**config.mk**
```make
export PLATFORM = sky130hd
export DESIGN_NAME = cir_card_regs
export DESIGN_NICKNAME = d
export VERILOG_FILES = /design/src/common/cir_pkg.sv /design/src/hdl/cir_sync.sv /design/src/hdl/cir_crc7.sv /design/src/hdl/cir_card_regs.sv
export SDC_FILE = /design/constraint.sdc
export NUM_CORES = 1
export LEC_CHECK = 0
export ABC_CLOCK_PERIOD_IN_PS = 2500
export BUFFER_PORTS_ARGS = -buffer_cell sky130_fd_sc_hd__buf_2
export CORE_ASPECT_RATIO = 0.7
export CORE_MARGIN = 3
export CORE_UTILIZATION = 35
export CTS_CLUSTER_SIZE = 30
export DETAILED_ROUTE_END_ITERATION = 8
export PLACE_DENSITY = 0.51
export SETUP_SLACK_MARGIN = 0.3
export SLEW_MARGIN = 20
export SYNTH_ARGS = -nofsm -noshare
export SYNTH_HDL_FRONTEND = slang
export SYNTH_HIERARCHICAL = 1
export SYNTH_SLANG_ARGS = --single-unit
```
**constraint.sdc**
```tcl
create_clock -name ref_clk_i -period 2.5 [get_ports ref_clk_i]
set_input_delay 0.375 -clock ref_clk_i [delete_from_list [all_inputs] [get_ports ref_clk_i]]
set_output_delay 0.375 -clock ref_clk_i [all_outputs]
set_load 0.05 [all_outputs]
```
**src/common/cir_pkg.sv**
```systemverilog
// package: constants, frame layouts and crc helpers for the card register set
package cir_pkg;

    localparam int CMD_FRAME_W = 48;
    localparam int R2_FRAME_W = 136;
    localparam int REG_W = 128;
    localparam int CRC_W = 7;
    // leading frame bits protected by the response/command crc
    localparam int CRC_SPAN = 40;
    localparam int RESP_GAP_CLKS = 2;

    localparam logic [6:0] CRC_POLY = 7'h09;
    localparam logic [5:0] CMD_SEND_OP_COND = 6'h01;
    localparam logic [5:0] CMD_ALL_SEND_IDENT = 6'h02;
    localparam logic [5:0] CMD_SEND_SPECIFIC = 6'h09;
    localparam logic [5:0] CMD_SEND_IDENT = 6'h0A;
    localparam logic [5:0] CMD_PROGRAM_SPECIFIC = 6'h1B;
    localparam logic [5:0] RESP_FILL_INDEX = 6'h3F;
    localparam logic [6:0] R3_FILL_CRC = 7'h7F;

    localparam int COND_BUSY_BIT = 31;
    localparam int COND_LOW_VOLT_BIT = 7;
    localparam logic [31:0] COND_HV_WINDOW = 32'h00FF_8000;
    localparam int STATUS_OVERWRITE_BIT = 16;

    localparam logic [127:0] SPEC_OTP_MASK = {112'h0, 16'hEC00};
    localparam logic [127:0] SPEC_ERASE_MASK = {112'h0, 16'h13FE};
    localparam logic [127:0] SPEC_FIXED_MASK = {112'h0, 16'h0001};
    localparam logic [127:0] SPEC_RO_MASK = ~(SPEC_OTP_MASK | SPEC_ERASE_MASK | SPEC_FIXED_MASK);

    typedef struct packed {
        logic start_bit;
        logic dir_bit;
        logic [5:0] index;
        logic [31:0] argument;
        logic [6:0] crc;
        logic stop_bit;
    } cir_cmd_frame_type;

    typedef struct packed {
        logic [7:0] maker_code;
        logic [15:0] oem_application_code;
        logic [47:0] product_name_field;
        logic [7:0] product_revision_field;
        logic [31:0] serial_number_field;
        logic [7:0] manufacture_date_field;
        logic [6:0] crc;
        logic fixed_one;
    } cir_ident_type;

    function automatic logic [6:0] crc7_step(input logic [6:0] crc, input logic din);
        logic fb;
        fb = crc[6] ^ din;
        crc7_step = {crc[5:0], 1'b0} ^ (fb ? CRC_POLY : 7'h00);
    endfunction

    function automatic logic [6:0] crc7_span(input logic [119:0] data);
        logic [6:0] c;
        c = 7'h00;
        for (int i = 119; i >= 0; i--)
        begin
            c = crc7_step(c, data[i]);
        end
        crc7_span = c;
    endfunction

    // layout v1.2, spec v4, 1.5 ms access, 20 MHz, 512 byte blocks, size fields left at zero
    localparam logic [119:0] SPEC_BASE = {2'b10, 4'h4, 2'b00, 8'h26, 8'h01, 8'h2A, 12'h0F5,
        4'h9, 4'h0, 2'b00, 12'h000, 3'h6, 3'h0, 3'h6, 3'h0, 3'h0, 5'h00, 5'h00, 5'h00,
        1'b1, 2'b00, 3'h0, 4'h9, 1'b0, 4'h0, 1'b0, 1'b0, 1'b0, 1'b0, 1'b0, 2'b00, 2'b00};
    localparam logic [127:0] SPEC_DEFAULT = {SPEC_BASE, crc7_span(SPEC_BASE), 1'b1};

endpackage

```
**src/hdl/cir_sync.sv**
```systemverilog
// two-stage synchroniser for pins coming from the host side
`timescale 1ns/1ps
`default_nettype none
module cir_sync
#(
    parameter int WIDTH = 3
)(
    input wire logic ref_clk_i,
    input wire logic rstn_i,
    input wire logic [WIDTH-1:0] d_i,
    output logic [WIDTH-1:0] q_o
);
    logic [WIDTH-1:0] meta;

    if (WIDTH < 1)
    begin : g_chk
        $error("cir_sync needs at least one bit");
    end

    always_ff @(posedge ref_clk_i)
    begin
        if (!rstn_i)
        begin
            meta <= '0;
            q_o <= '0;
        end
        else
        begin
            meta <= d_i;
            q_o <= meta;
        end
    end
endmodule
`default_nettype wire

```
**src/hdl/cir_crc7.sv**
```systemverilog
// serial crc7 generator, one bit per shift strobe, msb first
`timescale 1ns/1ps
`default_nettype none
module cir_crc7
    import cir_pkg::*;
(
    input wire logic ref_clk_i,
    input wire logic rstn_i,
    input wire logic clear_i,
    input wire logic shift_i,
    input wire logic bit_i,
    output logic [CRC_W-1:0] crc_o
);
    always_ff @(posedge ref_clk_i)
    begin
        if (!rstn_i || clear_i)
        begin
            crc_o <= '0;
        end
        else if (shift_i)
        begin
            crc_o <= crc7_step(crc_o, bit_i);
        end
    end
endmodule
`default_nettype wire

```
**src/hdl/cir_card_regs.sv**
```systemverilog
// card register set: power-up conditions, identification and programmable card data
`timescale 1ns/1ps
`default_nettype none
module cir_card_regs
    import cir_pkg::*;
#(
    parameter int POWERUP_CYCLES = 1000,
    parameter bit DUAL_VOLTAGE = 1'b0,
    parameter logic [7:0] MAKER_CODE = 8'h5A, // arbitrary value
    parameter logic [15:0] OEM_CODE = 16'h0001,
    parameter logic [47:0] PRODUCT_NAME = 48'h4341_5244_3031,
    parameter logic [7:0] PRODUCT_REV = 8'h10,
    parameter logic [31:0] SERIAL_NUMBER = 32'h0000_0001,
    parameter logic [7:0] MANUFACTURE_DATE = 8'h13
)(
    input wire logic ref_clk_i,
    input wire logic rstn_i,
    input wire logic card_clk_i,
    input wire logic cmd_i,
    input wire logic dat_i,
    output logic cmd_o,
    output logic cmd_oe_o,
    output logic card_ready_o,
    output logic program_error_o
);
    localparam int PWR_W = $clog2(POWERUP_CYCLES + 1);

    if (POWERUP_CYCLES < 1 || PRODUCT_REV[7:4] > 4'h9 || PRODUCT_REV[3:0] > 4'h9
        || MANUFACTURE_DATE[7:4] == 4'h0 || MANUFACTURE_DATE[7:4] > 4'hC)
    begin : g_chk
        $error("cir_card_regs: bad power-up count, revision or date");
    end

    typedef enum {ST_IDLE, ST_RX_CMD, ST_DECODE, ST_GAP, ST_TX,
        ST_DATA_WAIT, ST_DATA_RX, ST_APPLY} cir_state_type;

    cir_state_type state;
    logic [2:0] pins_s;
    logic link_clk_q;
    logic rise;
    logic fall;
    logic cmd_s;
    logic dat_s;
    logic [PWR_W-1:0] pwr_cnt;
    logic [31:0] cond_word;
    cir_ident_type ident_fields;
    logic [127:0] ident_word;
    logic [127:0] spec_data;
    logic [127:0] otp_used;
    logic [47:0] rx_sh;
    logic [5:0] rx_cnt;
    logic [1:0] gap_cnt;
    logic to_data;
    logic [127:0] dat_sh;
    logic [7:0] dat_cnt;
    logic [135:0] tx_sh;
    logic [7:0] tx_idx;
    logic [7:0] tx_len;
    logic tx_crc_mode;
    logic tx_od;
    logic tx_bit;
    logic tx_done;
    logic [7:0] crc_pos;
    logic [CRC_W-1:0] rx_crc;
    logic [CRC_W-1:0] tx_crc;
    cir_cmd_frame_type frame;
    logic frame_ok;
    logic resp_valid;
    logic is_program;
    logic [31:0] status_word;
    logic [135:0] next_tx_sh;
    logic [7:0] next_tx_len;
    logic next_crc_mode;
    logic next_od;
    logic ro_hit;
    logic otp_hit;
    logic prog_reject;
    logic load_cond;
    logic load_ident;

    // host clock, command and data pins all come from outside our clock
    cir_sync #(.WIDTH(3)) u_sync (
        .ref_clk_i(ref_clk_i),
        .rstn_i(rstn_i),
        .d_i({card_clk_i, cmd_i, dat_i}),
        .q_o(pins_s)
    );

    assign cmd_s = pins_s[1];
    assign dat_s = pins_s[0];
    // host samples on its rising edge, so we sample there and drive on falling
    assign rise = pins_s[2] & ~link_clk_q;
    assign fall = ~pins_s[2] & link_clk_q;

    always_ff @(posedge ref_clk_i)
    begin
        if (!rstn_i)
        begin
            link_clk_q <= 1'b0;
        end
        else
        begin
            link_clk_q <= pins_s[2];
        end
    end

    always_ff @(posedge ref_clk_i)
    begin
        if (!rstn_i)
        begin
            pwr_cnt <= '0;
            card_ready_o <= 1'b0;
        end
        else if (!card_ready_o)
        begin
            if (pwr_cnt == PWR_W'(POWERUP_CYCLES - 1))
            begin
                card_ready_o <= 1'b1;
            end
            else
            begin
                pwr_cnt <= pwr_cnt + 1'b1;
            end
        end
    end

    always_comb
    begin
        cond_word = COND_HV_WINDOW;
        cond_word[COND_LOW_VOLT_BIT] = DUAL_VOLTAGE;
        cond_word[COND_BUSY_BIT] = card_ready_o;
    end

    // identity values are parameters so each card build carries its own
    always_comb
    begin
        ident_fields.maker_code = MAKER_CODE;
        ident_fields.oem_application_code = OEM_CODE;
        ident_fields.product_name_field = PRODUCT_NAME;
        ident_fields.product_revision_field = PRODUCT_REV;
        ident_fields.serial_number_field = SERIAL_NUMBER;
        ident_fields.manufacture_date_field = MANUFACTURE_DATE;
        ident_fields.crc = crc7_span(ident_word[127:8]);
        ident_fields.fixed_one = 1'b1;
    end

    assign ident_word[127:8] = {MAKER_CODE, OEM_CODE, PRODUCT_NAME, PRODUCT_REV,
        SERIAL_NUMBER, MANUFACTURE_DATE};
    assign ident_word[7:0] = {ident_fields.crc, ident_fields.fixed_one};

    cir_crc7 u_rx_crc (
        .ref_clk_i(ref_clk_i),
        .rstn_i(rstn_i),
        .clear_i((state == ST_IDLE || state == ST_DATA_WAIT) && !(rise && !cmd_s)),
        .shift_i(rise && (((state == ST_IDLE || state == ST_DATA_WAIT) && !cmd_s)
            || (state == ST_RX_CMD && rx_cnt < 6'(CRC_SPAN)))),
        .bit_i(cmd_s),
        .crc_o(rx_crc)
    );

    always_comb
    begin
        status_word = '0;
        status_word[STATUS_OVERWRITE_BIT] = program_error_o;
    end

    // only these command indices reach a register; everything else is silent
    always_comb
    begin
        frame = cir_cmd_frame_type'(rx_sh);
        frame_ok = !frame.start_bit && frame.dir_bit && frame.stop_bit && frame.crc == rx_crc;
        resp_valid = 1'b0;
        is_program = 1'b0;
        next_tx_sh = '0;
        next_tx_len = 8'(CMD_FRAME_W);
        next_crc_mode = 1'b0;
        next_od = 1'b0;
        if (frame_ok)
        begin
            case (frame.index)
                CMD_SEND_OP_COND:
                begin
                    resp_valid = 1'b1;
                    next_od = 1'b1;
                    next_tx_sh = {2'b00, RESP_FILL_INDEX, cond_word, R3_FILL_CRC, 1'b1, 88'h0};
                end
                CMD_ALL_SEND_IDENT, CMD_SEND_IDENT:
                begin
                    resp_valid = card_ready_o;
                    next_tx_len = 8'(R2_FRAME_W);
                    next_tx_sh = {2'b00, RESP_FILL_INDEX, ident_word[127:1], 1'b1};
                end
                CMD_SEND_SPECIFIC:
                begin
                    resp_valid = card_ready_o;
                    next_tx_len = 8'(R2_FRAME_W);
                    next_tx_sh = {2'b00, RESP_FILL_INDEX, spec_data[127:1], 1'b1};
                end
                CMD_PROGRAM_SPECIFIC:
                begin
                    resp_valid = card_ready_o;
                    is_program = card_ready_o;
                    next_crc_mode = 1'b1;
                    next_tx_sh = {2'b00, frame.index, status_word, 7'h00, 1'b1, 88'h0};
                end
                default:
                begin
                    resp_valid = 1'b0;
                end
            endcase
        end
    end

    assign load_cond = state == ST_DECODE && resp_valid && frame.index == CMD_SEND_OP_COND;
    assign load_ident = state == ST_DECODE && resp_valid
        && (frame.index == CMD_ALL_SEND_IDENT || frame.index == CMD_SEND_IDENT);

    always_ff @(posedge ref_clk_i)
    begin
        if (!rstn_i)
        begin
            state <= ST_IDLE;
            rx_sh <= '0;
            rx_cnt <= '0;
            gap_cnt <= '0;
            to_data <= 1'b0;
            dat_sh <= '0;
            dat_cnt <= '0;
        end
        else
        begin
            case (state)
                ST_IDLE, ST_DATA_WAIT:
                begin
                    if (rise && !cmd_s)
                    begin
                        // a new command also abandons a pending data block
                        rx_sh <= {rx_sh[46:0], cmd_s};
                        rx_cnt <= 6'd1;
                        state <= ST_RX_CMD;
                    end
                    else if (state == ST_DATA_WAIT && rise && !dat_s)
                    begin
                        dat_cnt <= '0;
                        state <= ST_DATA_RX;
                    end
                end
                ST_RX_CMD:
                begin
                    if (rise)
                    begin
                        rx_sh <= {rx_sh[46:0], cmd_s};
                        rx_cnt <= rx_cnt + 1'b1;
                        if (rx_cnt == 6'(CMD_FRAME_W - 1))
                        begin
                            state <= ST_DECODE;
                        end
                    end
                end
                ST_DECODE:
                begin
                    gap_cnt <= '0;
                    to_data <= is_program;
                    state <= resp_valid ? ST_GAP : ST_IDLE;
                end
                ST_GAP:
                begin
                    if (rise)
                    begin
                        gap_cnt <= gap_cnt + 1'b1;
                        if (gap_cnt == 2'(RESP_GAP_CLKS - 1))
                        begin
                            state <= ST_TX;
                        end
                    end
                end
                ST_TX:
                begin
                    if (tx_done)
                    begin
                        state <= to_data ? ST_DATA_WAIT : ST_IDLE;
                    end
                end
                ST_DATA_RX:
                begin
                    if (rise)
                    begin
                        if (dat_cnt == 8'(REG_W))
                        begin
                            state <= dat_s ? ST_APPLY : ST_IDLE;
                        end
                        else
                        begin
                            dat_sh <= {dat_sh[126:0], dat_s};
                            dat_cnt <= dat_cnt + 1'b1;
                        end
                    end
                end
                ST_APPLY:
                begin
                    state <= ST_IDLE;
                end
                default:
                begin
                    state <= ST_IDLE;
                end
            endcase
        end
    end

    cir_crc7 u_tx_crc (
        .ref_clk_i(ref_clk_i),
        .rstn_i(rstn_i),
        .clear_i(state == ST_DECODE),
        .shift_i(state == ST_TX && fall && tx_idx < 8'(CRC_SPAN)),
        .bit_i(tx_sh[135]),
        .crc_o(tx_crc)
    );

    assign crc_pos = tx_idx - 8'(CRC_SPAN);
    assign tx_bit = (tx_crc_mode && tx_idx >= 8'(CRC_SPAN) && crc_pos < 8'(CRC_W))
        ? tx_crc[3'(CRC_W - 1) - crc_pos[2:0]] : tx_sh[135];
    assign tx_done = state == ST_TX && fall && tx_idx == tx_len;

    always_ff @(posedge ref_clk_i)
    begin
        if (!rstn_i)
        begin
            tx_sh <= '0;
            tx_idx <= '0;
            tx_len <= '0;
            tx_crc_mode <= 1'b0;
            tx_od <= 1'b0;
            cmd_o <= 1'b1;
            cmd_oe_o <= 1'b0;
        end
        else if (state == ST_DECODE && resp_valid)
        begin
            tx_sh <= next_tx_sh;
            tx_len <= next_tx_len;
            tx_crc_mode <= next_crc_mode;
            tx_od <= next_od;
            tx_idx <= '0;
        end
        else if (state == ST_TX && fall)
        begin
            if (tx_idx == tx_len)
            begin
                cmd_o <= 1'b1;
                cmd_oe_o <= 1'b0;
            end
            else
            begin
                // open drain only pulls low, so any busy card wins the line
                cmd_o <= tx_od ? 1'b0 : tx_bit;
                cmd_oe_o <= tx_od ? !tx_bit : 1'b1;
                tx_sh <= {tx_sh[134:0], 1'b0};
                tx_idx <= tx_idx + 1'b1;
            end
        end
    end

    // the fixed bit is forced rather than checked, so a host may send it either way
    assign ro_hit = |((dat_sh ^ spec_data) & SPEC_RO_MASK);
    assign otp_hit = |((dat_sh ^ spec_data) & SPEC_OTP_MASK & otp_used);
    assign prog_reject = state == ST_APPLY && (ro_hit || otp_hit);

    // card data is volatile here: reset restores the factory image
    always_ff @(posedge ref_clk_i)
    begin
        if (!rstn_i)
        begin
            spec_data <= SPEC_DEFAULT;
            otp_used <= '0;
            program_error_o <= 1'b0;
        end
        else
        begin
            if (state == ST_DECODE && is_program)
            begin
                program_error_o <= 1'b0;
            end
            if (prog_reject)
            begin
                program_error_o <= 1'b1;
            end
            else if (state == ST_APPLY)
            begin
                spec_data <= dat_sh | SPEC_FIXED_MASK;
                otp_used <= otp_used | ((dat_sh ^ spec_data) & SPEC_OTP_MASK);
            end
        end
    end
endmodule
`default_nettype wire

```
**After elaboration in Yosys (flattened, before gate mapping)**

Index checks and enable logic that the tools add are counted.

- Register bits: 669
- Input port bits: 5
- Output and inout port bits: 4
- Word-level logic and storage cells: 196

- $add $sub $neg: 7
- Magnitude comparators: 5
- Equal/unequal tests: 35
- Multiplexer cells: 54
- Bitwise operators: 18
- Reductions and logical operators: 53

Operator list:

| cell | number |
|---|---|
| 136-bit two-way mux | 4 |
| 134-bit case mux with 4 select lines | 1 |
| 32-bit two-way mux | 9 |
| 32-bit case mux with 6 select lines | 1 |
| 16-bit by 128-bit AND with 128-bit output | 1 |
| 32-bit by 3-bit equality test with 1-bit output, second input constant | 4 |
| 128-bit by 16-bit bitwise OR with 128-bit output | 1 |
| 128-bit OR reduction | 1 |
| 128-bit XOR | 1 |
| 112-bit OR reduction | 1 |
| 32-bit by 2-bit equality test with 1-bit output, second input constant | 3 |
| 32-bit by 4-bit equality test with 1-bit output, second input constant | 3 |
| 48-bit two-way mux | 2 |
| 48-bit case mux with 2 select lines | 1 |
| 32-bit logical NOT | 2 |
| 8-bit two-way mux | 6 |
| 32-bit by 1-bit equality test with 1-bit output, second input constant | 1 |
| 2-bit inequality test, second input constant | 12 |
| 1-bit logical AND | 18 |
| 1-bit two-way mux | 17 |
| 8-bit by 1-bit adder with 8-bit output, second input constant | 2 |
| 8-bit case mux with 2 select lines | 1 |
| 7-bit XOR | 2 |
| 6-bit by 4-bit equality test with 1-bit output, second input constant | 2 |
| other kinds (41) | 76 |

**Depth between registers and ports, before layout**

- Word-level depth: 8
- Mapped depth: 10

**Cells and area by module**

Netlist, hierarchy kept.

Modules (own cells, without submodules):

| module | instances | cells each | area an instance (um2) | seq. area each (um2) |
|---|---|---|---|---|
| cir_card_regs | 1 | 2310 | 19241.0 | 9829.4 |
| cir_crc7 | 2 | 28 | 297.8 | 140.1 |
| cir_sync | 1 | 12 | 157.7 | 120.1 |

**Worst setup path after synthesis**

Ideal clock, no wire load.

- Path type: reg2reg
- From: reg state[1]
- To: reg tx_sh[126]
- Arrival time: 2292 ps
- Data required time: 2367 ps
- Setup slack: 76 ps
- Cell stages (with the launch flop): 9
- Clock period less this slack: 2424 ps
- Cell sequence: dfxtp_1 or3b_1 or4_4 nor4_2 a21oi_1 clkbuf_1 clkbuf_1 nand2_1 a31oi_1

- Cells in the longest elaborated chain, start to end: 4

RTL lines:

| item | line | source |
|---|---|---|
| from (decl) | cir_card_regs.sv:37 | `cir_state_type state;` |
| from (signal assigned) | cir_card_regs.sv:264 | `state <= resp_valid ? ST_GAP : ST_IDLE;` |
| from (signal assigned) | cir_card_regs.sv:281 | `state <= to_data ? ST_DATA_WAIT : ST_IDLE;` |
| from (signal assigned) | cir_card_regs.sv:290 | `state <= dat_s ? ST_APPLY : ST_IDLE;` |
| 32-bit by 3-bit equality test with 1-bit output / 32-bit by 4-bit equality test with 1-bit output (equally long branches) | -- |  |
| 1-bit logical AND, on equally long branches | cir_card_regs.sv:337, cir_card_regs.sv:345 |  |
| 2-bit inequality test (no line) / 2-bit nonzero test (equally long branches) | -- |  |
| 2-bit AND reduction (no line) | -- |  |
| to (signal assigned) | cir_card_regs.sv:339 | `tx_sh <= next_tx_sh;` |
| to (signal assigned) | cir_card_regs.sv:357 | `tx_sh <= {tx_sh[134:0], 1'b0};` |
| to (decl) | cir_card_regs.sv:56 | `logic [135:0] tx_sh;` |

Parallel ways exist; a longest one is shown, timed or not.
A chain may end at the register's enable or synchronous reset.

**Worst setup path in the final report**

- From: reg state[0]
- To: reg tx_sh[20]

Same word-level chain as after synthesis.

==> impl_metrics.env <==
export IMPL_timing_critical_path_mode_cell="buf_12"
export IMPL_status="finished with violations"
export IMPL_worstSetupPathType="reg -> reg"
export IMPL_swShare_pct=22.5
export IMPL_tns_ns=-0.863
export IMPL_syn2layout_area_growth_pct=29.0
export IMPL_die_area_um2=60100
export IMPL_synth_area_leaders="dfxtp_1 (51%), nand2_1 (13%), a21oi_1 (5.6%), a31oi_1 (3.4%), xnor2_1 (3.4%)"
export IMPL_grt_pass1_wl_mm=92.6
export IMPL_final_common_cell="nand2_1"
export IMPL_synth_edf_count=0
export IMPL_crit_path_max_incr_delay_ns=0.52
export IMPL_setup_ws_ns=-0.0512
export IMPL_p_per_area_nw_per_um2=652
export IMPL_drive_above_1_share_pct=20.6
export IMPL_place_inst=3041
export IMPL_synth_largest_area_cell="dfxtp_1"
export IMPL_vias_per_cell=5.15
export IMPL_clock_latency_ns=0.58
export IMPL_syn_cell_area_um2=20000
export IMPL_p_comb_share_pct=4.6
export IMPL_p_seq_share_pct=48.7
export IMPL_max_clock_freq_mhz=392
export IMPL_timing_final_crit_share_pct=102
export IMPL_async_flop_share_pct=0
export IMPL_gr_total_overflow=0
export IMPL_clk_pin_slew_worst_paths_ns=0.07
export IMPL_crit_slowest_cell="or4_4"
export IMPL_hold_viol=0
export IMPL_rr_worst_depth=11
export IMPL_worst_slew_pin_slew_ns=0.756
export IMPL_finalCriticalPeriod_ns=2.55
export IMPL_power_leakage_uw=0.00903
export IMPL_wl_mm=59.9
export IMPL_grt_max_degree=97
export IMPL_ant_nets=0
export IMPL_cts_root_buffer="clkbuf_16"
export IMPL_grt_usage_pct=19.6
export IMPL_irDropWorstVdd_v=0.000474
export IMPL_intPower_uw=13000
export IMPL_synth_cell_types=62
export IMPL_clockPowerShare_pct=46.7
export IMPL_endpoint_kind="flip-flop"
export IMPL_crit_chain="or3b_4 -> or4_4 -> nor4_4 -> buf_4 -> buf_6 -> a21oi_4 -> buf_12 -> buf_12 -> buf_16 -> nand2_2 -> a31oi_1"
export IMPL_slew_violations=0
export IMPL_io_buffers=8
export IMPL_seq_area_frac_synth_pct=51.2
export IMPL_total_power_uw=16800
export IMPL_synth_warnings=6
export IMPL_cts_max_level=2
export IMPL_syn_inst=2378
export IMPL_start_util_pct=35.8
export IMPL_arrival_ns=3.01
export IMPL_globalplace_congestion=0.786
export IMPL_numCtsBuffers=50
export IMPL_first_global_vias=15400
export IMPL_finalClockSkew_ns=0.0214
export IMPL_start_kind="flip-flop"
export IMPL_syn_nets=2392
export IMPL_fin_cells=3216
export IMPL_io_pins=9
export IMPL_drt_iter0_drc=1314
export IMPL_num_rows=72
export IMPL_num_vias=16600
export IMPL_first_pass_iters=5
export IMPL_power_switching_uw=3780
export IMPL_setup_viol_count_final=32
export IMPL_final_cell_mix="nand2_1 (550), dfxtp_1 (502), a21oi_1 (202), and2_1 (103), nand2_2 (103)"
export IMPL_fillers=5263
export IMPL_required_ns=2.96
export IMPL_dp_final_hpwl_mm=33.9
export IMPL_fp_dieH_um=206
export IMPL_rsz0062_at_grt="true"
export IMPL_clk_path_buf_depth=3
export IMPL_grt_antenna_before_repair=1
export IMPL_violations="setup timing"
export IMPL_cts_tree="yes"
export IMPL_hold_path_class="in -> reg"
export IMPL_coreArea_um2=55900
export IMPL_routedWlPerCell_um=18.6
export IMPL_finalNetCount=2452
export IMPL_synth_top_area_share_pct=51.2
export IMPL_whs_ns=0.243
export IMPL_slew_headroom_pct=48.3
export IMPL_drc_errors=0
export IMPL_synth_flop_cell="dfxtp_1"
export IMPL_clock_sinks=511
export IMPL_maxCapViolations=0
export IMPL_holdPathStages=2
export IMPL_die_w_um=292
export IMPL_crit_fanout=7
export IMPL_ys_seq_elements=511
export IMPL_syn_avg_cell_area_um2=8.41
==> metrics by stage <==
| stage | worst slack, ns | instance area [µm²] | utilization [%] |
|---|---|---|---|
| floorplan | 0.394 | 20000 | - |
| CTS | -0.0234 | 25100 | 44.9 |
| finish | -0.0512 | 25800 | 46.2 |
| global placement | -0.279 | 21200 | 37.9 |
| global route | -0.135 | 25800 | 46.2 |
| detailed placement | -0.248 | 21200 | 37.9 |
==> power by group through the flow <==
| stage | Clock (µW) | Sequential, µW | Combinational (µW) |
|---|---|---|---|
| finish | 7850 | 8190 | 768 |
| global route | 8380 | 8190 | 839 |
| CTS | 8030 | 8190 | 742 |
| detailed placement | 0 | 8370 | 684 |
| floorplan | 0 | 8380 | 478 |
| global placement | 0 | 8370 | 671 |
==> cells in the mapped netlist, types with 4 or more instances <==
| cell type | n |
|---|---|
| xor2_1 | 75 |
| and2_1 | 105 |
| a22oi_1 | 24 |
| a21oi_1 | 225 |
| buf_2 | 11 |
| nor3b_1 | 8 |
| dfxtp_1 | 511 |
| a211oi_1 | 7 |
| nand4_1 | 28 |
| ha_1 | 9 |
| o21ai_0 | 47 |
| and3_1 | 9 |
| o21a_1 | 4 |
| inv_1 | 16 |
| mux2i_1 | 27 |
| nor3_1 | 20 |
| nor2_1 | 80 |
| buf_1 | 6 |
| nand2_1 | 709 |
| xnor2_1 | 77 |
| a21o_1 | 14 |
| clkbuf_1 | 127 |
| buf_6 | 10 |
| nor2b_1 | 5 |
| nand3_1 | 11 |
| a31oi_1 | 108 |
| nor4_1 | 19 |
| a22o_1 | 6 |
| nand2b_1 | 30 |
==> registers in the layout, summed over array words and instances (netlist names), 5 cells and up <==
signal	flops
dat_cnt	8
dat_sh	128
frame	48
otp_used	5
pwr_cnt	10
rx_cnt	6
spec_data	127
tx_idx	8
tx_sh	136
u_rx_crc/crc_o	7
u_tx_crc/crc_o	7
==> layout make-up <==
cell class	count	area (µm²)	area share, %
flip-flops and latches	511	10200	39.7
clock buffers	81	1610	6.25
diodes	1	2.50	0.00970
multi-input cells	1696	10300	39.8
well taps	740	926	3.59
repair buffers	162	2550	9.89
inverters	17	71.3	0.276
clock inverters	8	108	0.417
==> critical path: cells and delay by family, from the launching register on <==
| kind | cells | cell delay [ns] |
|---|---|---|
| buffers and inverters | 5 | 0.74 |
| AOI/OAI and AO/OA | 2 | 0.20 |
| and+or+nand+nor | 4 | 1.14 |
| DFF | 1 | 0.32 |
==> per-layer routing <==
layer	GRT usage, %	wire length, µm	share of wire [%]
met5	0	0	0
met4	3.69	840	1.4
met3	3.74	3480	5.8
met2	27.9	24400	41
met1	30.5	31200	52
==> final timing paths <==
check / end / slack (ns) / from
worst max-delay path: tx_sh[20] / -0.05 / state[0]
worst min-delay path: spec_data[60] / 0.24 / rstn_i
worst max register to register: tx_sh[20] / -0.05 / state[0]
worst min register to register: u_sync/q_o[1] / 0.43 / u_sync/meta[1]
==> logic make-up after synthesis <==
logic type               after synthesis  synth area share [%]
AND/OR/NAND/NOR                     1045                  23.1
flip-flops                           511                  51.2
AO/OA/AOI/OAI                        458                  13.3
buffers and inverters                174                  3.77
XOR/XNOR                             152                  6.66
multiplexers                          29                  1.52
adder cells (fa/ha/maj)                9                 0.563
==> repair_timing <==
item | CTS | global route
pin swaps | 193 | 96
endpoints found under the hold margin | 3 | 0
endpoints found under the setup margin | 166 | 189
resized for setup | 270 | 127
cloned | 36 | 2
setup buffers | 38 | 6
hold buffers | 3 | 0
(Power assumes the default switching activity.)
